## src/common/ntb_cfg_pkg.sv

```systemverilog
package ntb_cfg_pkg;

    // configuration space byte offsets (dword aligned)
    localparam logic [11:0] OFS_EVENT_STATUS = 12'h0E8;
    localparam logic [11:0] OFS_BRIDGE_IRQ   = 12'h0EC;
    localparam logic [11:0] OFS_PM_CAP       = 12'h0F0;
    localparam logic [11:0] OFS_PM_CSR       = 12'h0F4;
    localparam logic [11:0] OFS_IND_ADDR     = 12'h0F8;
    localparam logic [11:0] OFS_IND_DATA     = 12'h0FC;
    localparam logic [11:0] OFS_EXT_CAP      = 12'h100;
    localparam logic [11:0] OFS_BRIDGE_CFG   = 12'h200;
    localparam logic [11:0] OFS_LINK_IRQ     = 12'h210;

    // event indices, also the order of packed action codes
    localparam int NUM_EVENTS   = 4;
    localparam int NUM_LINES    = 4;
    localparam int EV_DOORBELL  = 0;
    localparam int EV_FAR_RESET = 1;
    localparam int EV_FAR_POWER = 2;
    localparam int EV_PORT_A_UP = 3;

    // event status register field positions
    localparam int STS_LSB = 4;

    // interrupt control field positions
    localparam int ACT_W          = 3;
    localparam int ACT_DOORBELL   = 12;
    localparam int ACT_FAR_RESET  = 15;
    localparam int ACT_FAR_POWER  = 18;
    localparam int ACT_PORT_A_UP  = 0;
    localparam int TC_LSB         = 29;
    localparam int TC_W           = 3;

    // interrupt action encoding
    typedef enum logic [ACT_W-1:0] {
        ACT_MASKED = 3'h0,
        ACT_MSI    = 3'h1,
        ACT_INTA   = 3'h2,
        ACT_INTB   = 3'h3,
        ACT_INTC   = 3'h4,
        ACT_INTD   = 3'h5
    } irq_action_t;

    // power management capability header
    localparam logic [7:0] PM_CAP_ID      = 8'h01;
    localparam logic [7:0] PM_NEXT_PTR    = 8'h00;
    localparam logic [2:0] PM_VERSION     = 3'h2;
    localparam int         PM_SPECIAL_INIT_FLAG_BIT   = 21;

    // power state field
    localparam int         POWER_STATE_FIELD_W   = 2;
    localparam logic [1:0] POWER_STATE_FIELD_D0  = 2'h0;
    localparam logic [1:0] POWER_STATE_FIELD_D3  = 2'h3;

    // indirect address: register number 7:2, extended number 11:8
    localparam int IND_LSB = 2;
    localparam int IND_W   = 10;

    // reset values
    localparam logic [31:0] RST_WORD = 32'h0000_0000;

    // merge write data into an old word under byte enables
    function automatic logic [31:0] merge_bytes(
        input logic [31:0] oldWord,
        input logic [31:0] newWord,
        input logic [3:0]  byteEn
    );
        logic [31:0] res;
        res = oldWord;
        for (int b = 0; b < 4; b++) begin
            if (byteEn[b]) begin
                res[b*8 +: 8] = newWord[b*8 +: 8];
            end
        end
        return res;
    endfunction

endpackage

```

## src/ntb_endpoint_intr_pm_cfg_regs.sv

```systemverilog
`timescale 1ns/1ns
module ntb_endpoint_intr_pm_cfg_regs
    import ntb_cfg_pkg::*;
(
    // clock and reset
    input  wire logic                 core_clk,
    input  wire logic                 rst_b,
    // configuration request
    input  wire logic                 cfgReq,
    input  wire logic                 cfgWrite,
    input  wire logic [11:0]          cfgAddr,
    input  wire logic [3:0]           cfgByteEn,
    input  wire logic [31:0]          cfgWrData,
    // configuration answer
    output logic                      cfgAck,
    output logic      [31:0]          cfgRdData,
    // state of neighbouring configuration logic
    input  wire logic                 msiEnable,
    input  wire logic                 legacyIrqDisable,
    input  wire logic                 regLockActive,
    // event sources
    input  wire logic                 doorbellPending,
    input  wire logic                 farResetDetected,
    input  wire logic                 farPowerChanged,
    input  wire logic                 portALinkUp,
    // interrupt message requests
    output logic                      msiRequest,
    output logic      [TC_W-1:0]      msiTrafficClass,
    output logic      [NUM_LINES-1:0] intxAssert,
    output logic      [NUM_LINES-1:0] intxDeassert,
    // power state toward the bridge core
    output logic      [POWER_STATE_FIELD_W-1:0]  powerState,
    output logic                      powerStateModified
);

    // writable fields
    logic [ACT_W-1:0]    doorbellActFf;
    logic [ACT_W-1:0]    farResetActFf;
    logic [ACT_W-1:0]    farPowerActFf;
    logic [ACT_W-1:0]    portAUpActFf;
    logic [TC_W-1:0]     trafficClassFf;
    logic                specialInitFf;
    logic [POWER_STATE_FIELD_W-1:0] powerStateFf;
    logic                pstateModFf;
    logic [IND_W-1:0]    indAddrFf;
    logic [31:0]         bridgeCfgFf;
    logic                ackFf;
    logic [31:0]         rdDataFf;

    // status from the event block
    logic [NUM_EVENTS-1:0] statusBits;
    logic [NUM_EVENTS-1:0] clearMask;

    // decode
    logic        viaIndirect;
    logic [11:0] effAddr;
    logic        selfTarget;
    logic        wrStrobe;
    logic        rdStrobe;
    logic        hitStatus;
    logic        hitBridgeIrq;
    logic        hitPmCap;
    logic        hitPmCsr;
    logic        hitIndAddr;
    logic        hitBridgeCfg;
    logic        hitLinkIrq;
    logic [31:0] statusWord;
    logic [31:0] bridgeIrqWord;
    logic [31:0] pmCapWord;
    logic [31:0] pmCsrWord;
    logic [31:0] indAddrWord;
    logic [31:0] linkIrqWord;
    logic [31:0] readWord;
    logic [31:0] newBridgeIrq;
    logic [31:0] newPmCap;
    logic [31:0] newPmCsr;
    logic [31:0] newIndAddr;
    logic [31:0] newBridgeCfg;
    logic [31:0] newLinkIrq;
    logic        pstateLegal;

    // the data register forwards to the selected register
    assign viaIndirect = (cfgAddr == OFS_IND_DATA);
    assign effAddr     = viaIndirect ?
                         {indAddrFf, 2'b00} : cfgAddr;
    // data pointing at itself: reads zero, writes dropped
    assign selfTarget  = viaIndirect &&
                         (effAddr == OFS_IND_DATA);
    assign wrStrobe    = cfgReq & cfgWrite & ~selfTarget;
    assign rdStrobe    = cfgReq & ~cfgWrite;

    // register hits on the effective address; pointing at the
    // address register lets a data write rewrite it
    assign hitStatus    = wrStrobe && (effAddr == OFS_EVENT_STATUS);
    assign hitBridgeIrq = wrStrobe && (effAddr == OFS_BRIDGE_IRQ);
    assign hitPmCap     = wrStrobe && (effAddr == OFS_PM_CAP);
    assign hitPmCsr     = wrStrobe && (effAddr == OFS_PM_CSR);
    assign hitIndAddr   = wrStrobe &&
                          (effAddr == OFS_IND_ADDR);
    assign hitBridgeCfg = wrStrobe && (effAddr == OFS_BRIDGE_CFG);
    assign hitLinkIrq   = wrStrobe && (effAddr == OFS_LINK_IRQ);

    // readback images; unimplemented bits are zero
    assign statusWord    = {{(32-STS_LSB-NUM_EVENTS){1'b0}},
                            statusBits, {STS_LSB{1'b0}}};
    assign bridgeIrqWord = {trafficClassFf, 8'h00,
                            farPowerActFf, farResetActFf,
                            doorbellActFf, 12'h000};
    // pme support, d2, d1 and aux current all read zero
    assign pmCapWord     = {5'h00, 1'b0, 1'b0, 3'h0, specialInitFf,
                            1'b0, 1'b0, PM_VERSION, PM_NEXT_PTR,
                            PM_CAP_ID};
    // pme enable and status stay zero, no pm events are generated
    assign pmCsrWord     = {30'h0000_0000, powerStateFf};
    assign indAddrWord   = {20'h00000, indAddrFf, 2'b00};
    assign linkIrqWord   = {29'h0000_0000, portAUpActFf};

    // read mux; extended header and unmapped offsets read zero
    assign readWord =
        selfTarget                      ? RST_WORD :
        (effAddr == OFS_EVENT_STATUS)   ? statusWord :
        (effAddr == OFS_BRIDGE_IRQ)     ? bridgeIrqWord :
        (effAddr == OFS_PM_CAP)         ? pmCapWord :
        (effAddr == OFS_PM_CSR)         ? pmCsrWord :
        (effAddr == OFS_IND_ADDR)       ? indAddrWord :
        (effAddr == OFS_EXT_CAP)        ? RST_WORD :
        (effAddr == OFS_BRIDGE_CFG)     ? bridgeCfgFf :
        (effAddr == OFS_LINK_IRQ)       ? linkIrqWord :
                                          RST_WORD;

    // byte-enabled merges of the write data
    assign newBridgeIrq = merge_bytes(bridgeIrqWord, cfgWrData,
                                      cfgByteEn);
    assign newPmCap     = merge_bytes(pmCapWord, cfgWrData, cfgByteEn);
    assign newPmCsr     = merge_bytes(pmCsrWord, cfgWrData, cfgByteEn);
    assign newIndAddr   = merge_bytes(indAddrWord, cfgWrData, cfgByteEn);
    assign newBridgeCfg = merge_bytes(bridgeCfgFf, cfgWrData, cfgByteEn);
    assign newLinkIrq   = merge_bytes(linkIrqWord, cfgWrData, cfgByteEn);

    // write-one clears only the sticky bits in the low byte lane
    assign clearMask = (hitStatus && cfgByteEn[0]) ?
        cfgWrData[STS_LSB +: NUM_EVENTS] : '0;

    // d1 and d2 are not supported, such writes keep the old state
    assign pstateLegal = (newPmCsr[POWER_STATE_FIELD_W-1:0] == POWER_STATE_FIELD_D0) ||
                         (newPmCsr[POWER_STATE_FIELD_W-1:0] == POWER_STATE_FIELD_D3);

    // interrupt control fields
    always_ff @(posedge core_clk or negedge rst_b) begin
        if (!rst_b) begin
            doorbellActFf  <= ACT_MASKED;
            farResetActFf  <= ACT_MASKED;
            farPowerActFf  <= ACT_MASKED;
            portAUpActFf   <= ACT_MASKED;
            trafficClassFf <= '0;
        end else begin
            if (hitBridgeIrq) begin
                doorbellActFf  <= newBridgeIrq[ACT_DOORBELL +: ACT_W];
                farResetActFf  <= newBridgeIrq[ACT_FAR_RESET +: ACT_W];
                farPowerActFf  <= newBridgeIrq[ACT_FAR_POWER +: ACT_W];
                trafficClassFf <= newBridgeIrq[TC_LSB +: TC_W];
            end
            if (hitLinkIrq) begin
                portAUpActFf <= newLinkIrq[ACT_PORT_A_UP +: ACT_W];
            end
        end
    end

    // power management fields; the lock freezes the init flag
    always_ff @(posedge core_clk or negedge rst_b) begin
        if (!rst_b) begin
            specialInitFf <= 1'b0;
            powerStateFf  <= POWER_STATE_FIELD_D0;
            pstateModFf   <= 1'b0;
        end else begin
            if (hitPmCap && !regLockActive) begin
                specialInitFf <= newPmCap[PM_SPECIAL_INIT_FLAG_BIT];
            end
            if (hitPmCsr && pstateLegal) begin
                powerStateFf <= newPmCsr[POWER_STATE_FIELD_W-1:0];
            end
            pstateModFf <= hitPmCsr && pstateLegal && cfgByteEn[0];
        end
    end

    // indirect address and the plain bridge configuration word
    always_ff @(posedge core_clk or negedge rst_b) begin
        if (!rst_b) begin
            indAddrFf   <= '0;
            bridgeCfgFf <= RST_WORD;
        end else begin
            if (hitIndAddr) begin
                indAddrFf <= newIndAddr[IND_LSB +: IND_W];
            end
            if (hitBridgeCfg) begin
                bridgeCfgFf <= newBridgeCfg;
            end
        end
    end

    // every request is answered one cycle later, writes with zero data
    always_ff @(posedge core_clk or negedge rst_b) begin
        if (!rst_b) begin
            ackFf    <= 1'b0;
            rdDataFf <= RST_WORD;
        end else begin
            ackFf    <= cfgReq;
            rdDataFf <= rdStrobe ? readWord : RST_WORD;
        end
    end

    // status bits for the four events
    event_status_bits u_status (
        .core_clk         (core_clk),
        .rst_b            (rst_b),
        .doorbellPending  (doorbellPending),
        .farResetDetected (farResetDetected),
        .farPowerChanged  (farPowerChanged),
        .portALinkUp      (portALinkUp),
        .clearMask        (clearMask),
        .statusBits       (statusBits)
    );

    // action selection; codes follow the event index order
    irq_dispatch u_dispatch (
        .core_clk         (core_clk),
        .rst_b            (rst_b),
        .statusBits       (statusBits),
        .actionCodes      ({portAUpActFf, farPowerActFf,
                            farResetActFf, doorbellActFf}),
        .msiEnable        (msiEnable),
        .legacyIrqDisable (legacyIrqDisable),
        .msiRequest       (msiRequest),
        .intxAssert       (intxAssert),
        .intxDeassert     (intxDeassert)
    );

    assign cfgAck             = ackFf;
    assign cfgRdData          = rdDataFf;
    assign msiTrafficClass    = trafficClassFf;
    assign powerState         = powerStateFf;
    assign powerStateModified = pstateModFf;

endmodule // ntb_endpoint_intr_pm_cfg_regs

```

## src/event_status_bits.sv

```systemverilog
`timescale 1ns/1ns
module event_status_bits
    import ntb_cfg_pkg::*;
(
    // clock and reset
    input  wire logic                  core_clk,
    input  wire logic                  rst_b,
    // event sources
    input  wire logic                  doorbellPending,
    input  wire logic                  farResetDetected,
    input  wire logic                  farPowerChanged,
    input  wire logic                  portALinkUp,
    // write-one-to-clear strobes
    input  wire logic [NUM_EVENTS-1:0] clearMask,
    // status
    output logic      [NUM_EVENTS-1:0] statusBits
);

    logic                  linkUpPrevFf;
    logic [NUM_EVENTS-1:0] statusFf;
    logic [NUM_EVENTS-1:0] nxt_status;
    logic                  linkUpRise;

    // link up counts only on a down-to-up transition
    assign linkUpRise = portALinkUp & ~linkUpPrevFf;

    // set wins over a clear in the same cycle
    assign nxt_status[EV_DOORBELL]  = doorbellPending;
    assign nxt_status[EV_FAR_RESET] = farResetDetected |
        (statusFf[EV_FAR_RESET] & ~clearMask[EV_FAR_RESET]);
    assign nxt_status[EV_FAR_POWER] = farPowerChanged |
        (statusFf[EV_FAR_POWER] & ~clearMask[EV_FAR_POWER]);
    assign nxt_status[EV_PORT_A_UP] = linkUpRise |
        (statusFf[EV_PORT_A_UP] & ~clearMask[EV_PORT_A_UP]);

    // status flops
    always_ff @(posedge core_clk or negedge rst_b) begin
        if (!rst_b) begin
            statusFf     <= '0;
            linkUpPrevFf <= 1'b0;
        end else begin
            statusFf     <= nxt_status;
            linkUpPrevFf <= portALinkUp;
        end
    end

    assign statusBits = statusFf;

endmodule // event_status_bits

```

## src/irq_dispatch.sv

```systemverilog
`timescale 1ns/1ns
module irq_dispatch
    import ntb_cfg_pkg::*;
(
    // clock and reset
    input  wire logic                        core_clk,
    input  wire logic                        rst_b,
    // events and their actions
    input  wire logic [NUM_EVENTS-1:0]       statusBits,
    input  wire logic [NUM_EVENTS*ACT_W-1:0] actionCodes,
    // gating from the command and msi capability
    input  wire logic                        msiEnable,
    input  wire logic                        legacyIrqDisable,
    // message requests
    output logic                             msiRequest,
    output logic      [NUM_LINES-1:0]        intxAssert,
    output logic      [NUM_LINES-1:0]        intxDeassert
);

    logic [NUM_EVENTS-1:0] prevStatusFf;
    logic [NUM_EVENTS-1:0] msiFire;
    logic [NUM_LINES-1:0]  lineHit [NUM_EVENTS];
    logic [NUM_LINES-1:0]  wantLine;
    logic [NUM_LINES-1:0]  lineFf;
    logic                  msiFf;
    logic [NUM_LINES-1:0]  assertFf;
    logic [NUM_LINES-1:0]  deassertFf;

    // per-event action decode; reserved codes select nothing
    for (genvar e = 0; e < NUM_EVENTS; e++) begin : g_event
        irq_action_t act;
        assign act = irq_action_t'(actionCodes[e*ACT_W +: ACT_W]);
        // msi only on the status bit going from clear to set
        assign msiFire[e] = statusBits[e] & ~prevStatusFf[e] &
                            (act == ACT_MSI);
        assign lineHit[e] = {statusBits[e] & (act == ACT_INTD),
                             statusBits[e] & (act == ACT_INTC),
                             statusBits[e] & (act == ACT_INTB),
                             statusBits[e] & (act == ACT_INTA)};
    end

    // a shared line stays asserted while any of its events is set
    always_comb begin
        wantLine = '0;
        for (int e = 0; e < NUM_EVENTS; e++) begin
            wantLine = wantLine | lineHit[e];
        end
        if (legacyIrqDisable) begin
            wantLine = '0;
        end
    end

    // edges of the virtual wire become assert and deassert messages;
    // disabling legacy interrupts therefore also negates open lines
    always_ff @(posedge core_clk or negedge rst_b) begin
        if (!rst_b) begin
            prevStatusFf <= '0;
            lineFf       <= '0;
            msiFf        <= 1'b0;
            assertFf     <= '0;
            deassertFf   <= '0;
        end else begin
            prevStatusFf <= statusBits;
            lineFf       <= wantLine;
            msiFf        <= (|msiFire) & msiEnable;
            assertFf     <= wantLine & ~lineFf;
            deassertFf   <= ~wantLine & lineFf;
        end
    end

    assign msiRequest   = msiFf;
    assign intxAssert   = assertFf;
    assign intxDeassert = deassertFf;

endmodule // irq_dispatch

```

## config.mk

```make
export PLATFORM = sky130hd
export DESIGN_NAME = ntb_endpoint_intr_pm_cfg_regs
export DESIGN_NICKNAME = d
export VERILOG_FILES = /design/src/common/ntb_cfg_pkg.sv /design/src/ntb_endpoint_intr_pm_cfg_regs.sv /design/src/event_status_bits.sv /design/src/irq_dispatch.sv
export SDC_FILE = /design/constraint.sdc
export NUM_CORES = 1
export LEC_CHECK = 0
export BUFFER_PORTS_ARGS = -buffer_cell sky130_fd_sc_hd__buf_4
export CORE_MARGIN = 8
export CORE_UTILIZATION = 55
export DETAILED_ROUTE_END_ITERATION = 6
export PLACE_DENSITY = 0.81
export SKIP_CTS_REPAIR_TIMING = 1
export SYNTH_ARGS = -nofsm -noshare
export SYNTH_HDL_FRONTEND = slang
export SYNTH_SLANG_ARGS = --single-unit
```

## constraint.sdc

```tcl
create_clock -name core_clk -period 3.4 [get_ports core_clk]
set_input_delay 0.34 -clock core_clk [delete_from_list [all_inputs] [get_ports core_clk]]
set_output_delay 0.34 -clock core_clk [all_outputs]
set_load 0.02 [all_outputs]
```

==> flow_summary.json <==
{
  "status": "completed",
  "tns_ns": 0,
  "initial_core_util_pct": 56.6,
  "clock_path_buffers": 2,
  "cts_tree": "built",
  "final-max-slew-violation-count": 0,
  "final.period_utilization_pct": 77.2,
  "cp_cell_sequence": "nor3_1 > nor4_1 > nor4b_1 > and2_1 > nor2_1 > and3_1 > buf_4 > a22o_1",
  "rows": 34,
  "ios": 107,
  "synth_area_um2": 4910,
  "worstHoldStart": "farResetDetected",
  "crit_buf_inv": 1,
  "final.setup_skew_ns": 0.0119,
  "dieArea_um2": 12200,
  "critPathLaunchType": "register",
  "first_iter_violations": 298,
  "place_inst": 599,
  "clk_pin_slew_worst_paths_ns": 0.06,
  "nets": 574,
  "grt_start_max_net_pins": 64,
  "antenna_cells": 0,
  "port_buffers": 106,
  "setup_viol": 0,
  "fin_ws_ns": 0.777,
  "synth_top_flop_cell": "dfrtp_1",
  "synth_cell_type_count": 51,
  "syn_nets": 446,
  "grt_usage_pct": 21.1,
  "crit_path_end_kind": "register",
  "critical_path_peak_fanout": 18,
  "post-dp-hpwl_um": 8960,
  "grt_setup_unrepaired": "false",
  "min_path_cells": 2,
  "relSlewSlack_pct": 47.7,
  "grt_pass1_wl_um": 21000,
  "r2r-end": "cfgRdData[18]",
  "clockRootBuffer": "clkbuf_8",
  "synthCells": 387,
  "hold_viol": 0,
  "most-common-layout-cells": "116 x dfrtp_1, 113 x buf_4, 56 x mux2_2",
  "cp_data_required_time_ns": 3.79,
  "yosysWarnings": 0,
  "post-place-ws_ns": 0.390,
  "ff2ff_setup_slack_ns": 0.78,
  "cpPeakStageDelay_ns": 0.66,
  "syn_area_per_cell_um2": 12.7,
  "clk_latency_ns": 0.51,
  "async_reset_ff_share_pct": 100,
  "path_delay_family": "simple AND/OR/NAND/NOR gates",
  "ir_drop_v": 0.000305,
  "hold_path.class": "primary input to register",
  "cts_sinks": 116,
  "grt-ovfl-total": 0,
  "drtAntennaViolNets": 0,
  "htreeDepth": 4,
  "crit_slowest_cell": "nor4b_1",
  "reg2reg_depth": 8,
  "p_leak_nw": 3.20,
  "post-route-drc-count": 0,
  "hold_end": "u_status.statusBits[1]",
  "antenna_found_initial": 0,
  "die_h_um": 110,
  "wl_um": 12700,
  "coreArea_um2": 8680,
  "drive_gt1_share_pct": 39.8,
  "final_core_util_pct": 74.5,
  "placed_cell_area_um2": 5870,
  "fin_area_um2": 6470,
  "grt_pass1_vias": 4042,
  "gp_congestion": 0.916,
  "power.density_nw_per_um2": 489,
  "final_common_cell": "dfrtp_1",
  "fillers": 594,
  "tightest_slew_ns": 0.785,
  "worstPathArrival_ns": 3.02,
  "first_pass_iters": 5,
  "layout.cells.non_filler": 636,
  "fmax_mhz": 381,
  "critical_path_class": "register to register",
  "vias": 3783,
  "yosysSeqAreaShare_pct": 59.1,
  "cap_violations": 0,
  "period_minus_slack_ns": 2.62,
  "numCtsBuffers": 17,
  "avgRoutedWirePerCell_um": 20.0,
  "viasPerCell": 5.95,
  "synth_edf_count": 0,
  "rr_startpoint": "indAddrFf[7]",
  "die_w_um": 110,
  "ys_ff_latch": 116,
  "synthToLayoutAreaGrowth_pct": 31.8
}
-- per-stage QoR --
stage / power [mW] / hold slack, ns
detailed placement: 1.55 / 0.413
global placement: 1.55 / 0.400
floorplan: 1.44 / 0.0444
CTS: 3.16 / -0.0771
global route: 3.26 / 0.00783
finish: 3.16 / 0.0124
-- power by group --
group / internal (mW) / total (mW) / switching (mW)
Combinational: 0.0644 / 0.148 / 0.0833
Sequential: 1.38 / 1.39 / 0.00245
Clock: 0.974 / 1.63 / 0.655
Total: 2.42 / 3.16 / 0.741
-- synthesized netlist by cell type (4+ instances only) --
master,count,area share [%]
nor2b_1,8,1.0
and2_1,12,1.5
mux2_2,56,13
nor4_1,5,0.64
nand4_1,7,0.89
nor3_1,13,1.3
nand3_1,4,0.41
o21ai_1,4,0.41
a22o_1,14,2.5
and3_1,8,1.0
nand4b_1,5,0.89
dfrtp_1,116,59
a21oi_1,7,0.71
nor2_1,29,2.2
nor4bb_1,4,0.82
o21a_1,4,0.61
nand2_1,26,2.0
clkbuf_1,4,0.31
a32oi_1,6,1.1
-- metal layers --
layer	routed length (um)	global-route usage [%]	part of all wire (%)	vias up
met4	298	9.46	2.3	0
met3	755	5.90	5.9	32
met1	5180	25.3	41	1868
li1	-	-	-	1704
met5	0	0	0	-
met2	6480	34.7	51	179
-- sequential cells by signal, summed over array words and instances, names as in the netlist, 4 cells and up --
| register | cells |
|---|---|
| u_status.statusBits | 4 |
| u_dispatch.intxDeassert | 4 |
| indAddrFf | 10 |
| cfgRdData | 32 |
| u_dispatch.prevStatusFf | 4 |
| bridgeCfgFf | 32 |
| u_dispatch.intxAssert | 4 |
| u_dispatch.lineFf | 4 |
-- how the worst max path moves through the flow --
stage	start	endpoint	slack [ns]	cells past startpoint
after floorplan	cfgAddr[11]	bridgeCfgFf[0]	0.70	8
after global placement	cfgAddr[11]	bridgeCfgFf[4]	0.44	8
after detailed placement	cfgAddr[11]	bridgeCfgFf[22]	0.39	9
after CTS	indAddrFf[7]	cfgRdData[18]	0.84	6
after global routing	indAddrFf[7]	cfgRdData[18]	0.58	8
final	indAddrFf[7]	cfgRdData[18]	0.78	8
-- layout make-up --
type,instances,area [um^2],share of cell area [%]
clock buffers,18,418,6.46
clock inverters,14,130,2.01
inverters,2,7.51,0.116
multi-input cells,259,1960,30.3
flip-flops and latches,116,2900,44.9
well taps,108,135,2.09
repair buffers,119,918,14.2
-- logic make-up after synthesis --
| family | share of synthesized area (%) |
|---|---|
| AOI/OAI and AO/OA | 8.69 |
| buffers and inverters | 1.10 |
| DFF | 59.1 |
| muxes | 13.7 |
| and+or+nand+nor | 17.4 |
Note: power is estimated with default switching activity, not from simulation.
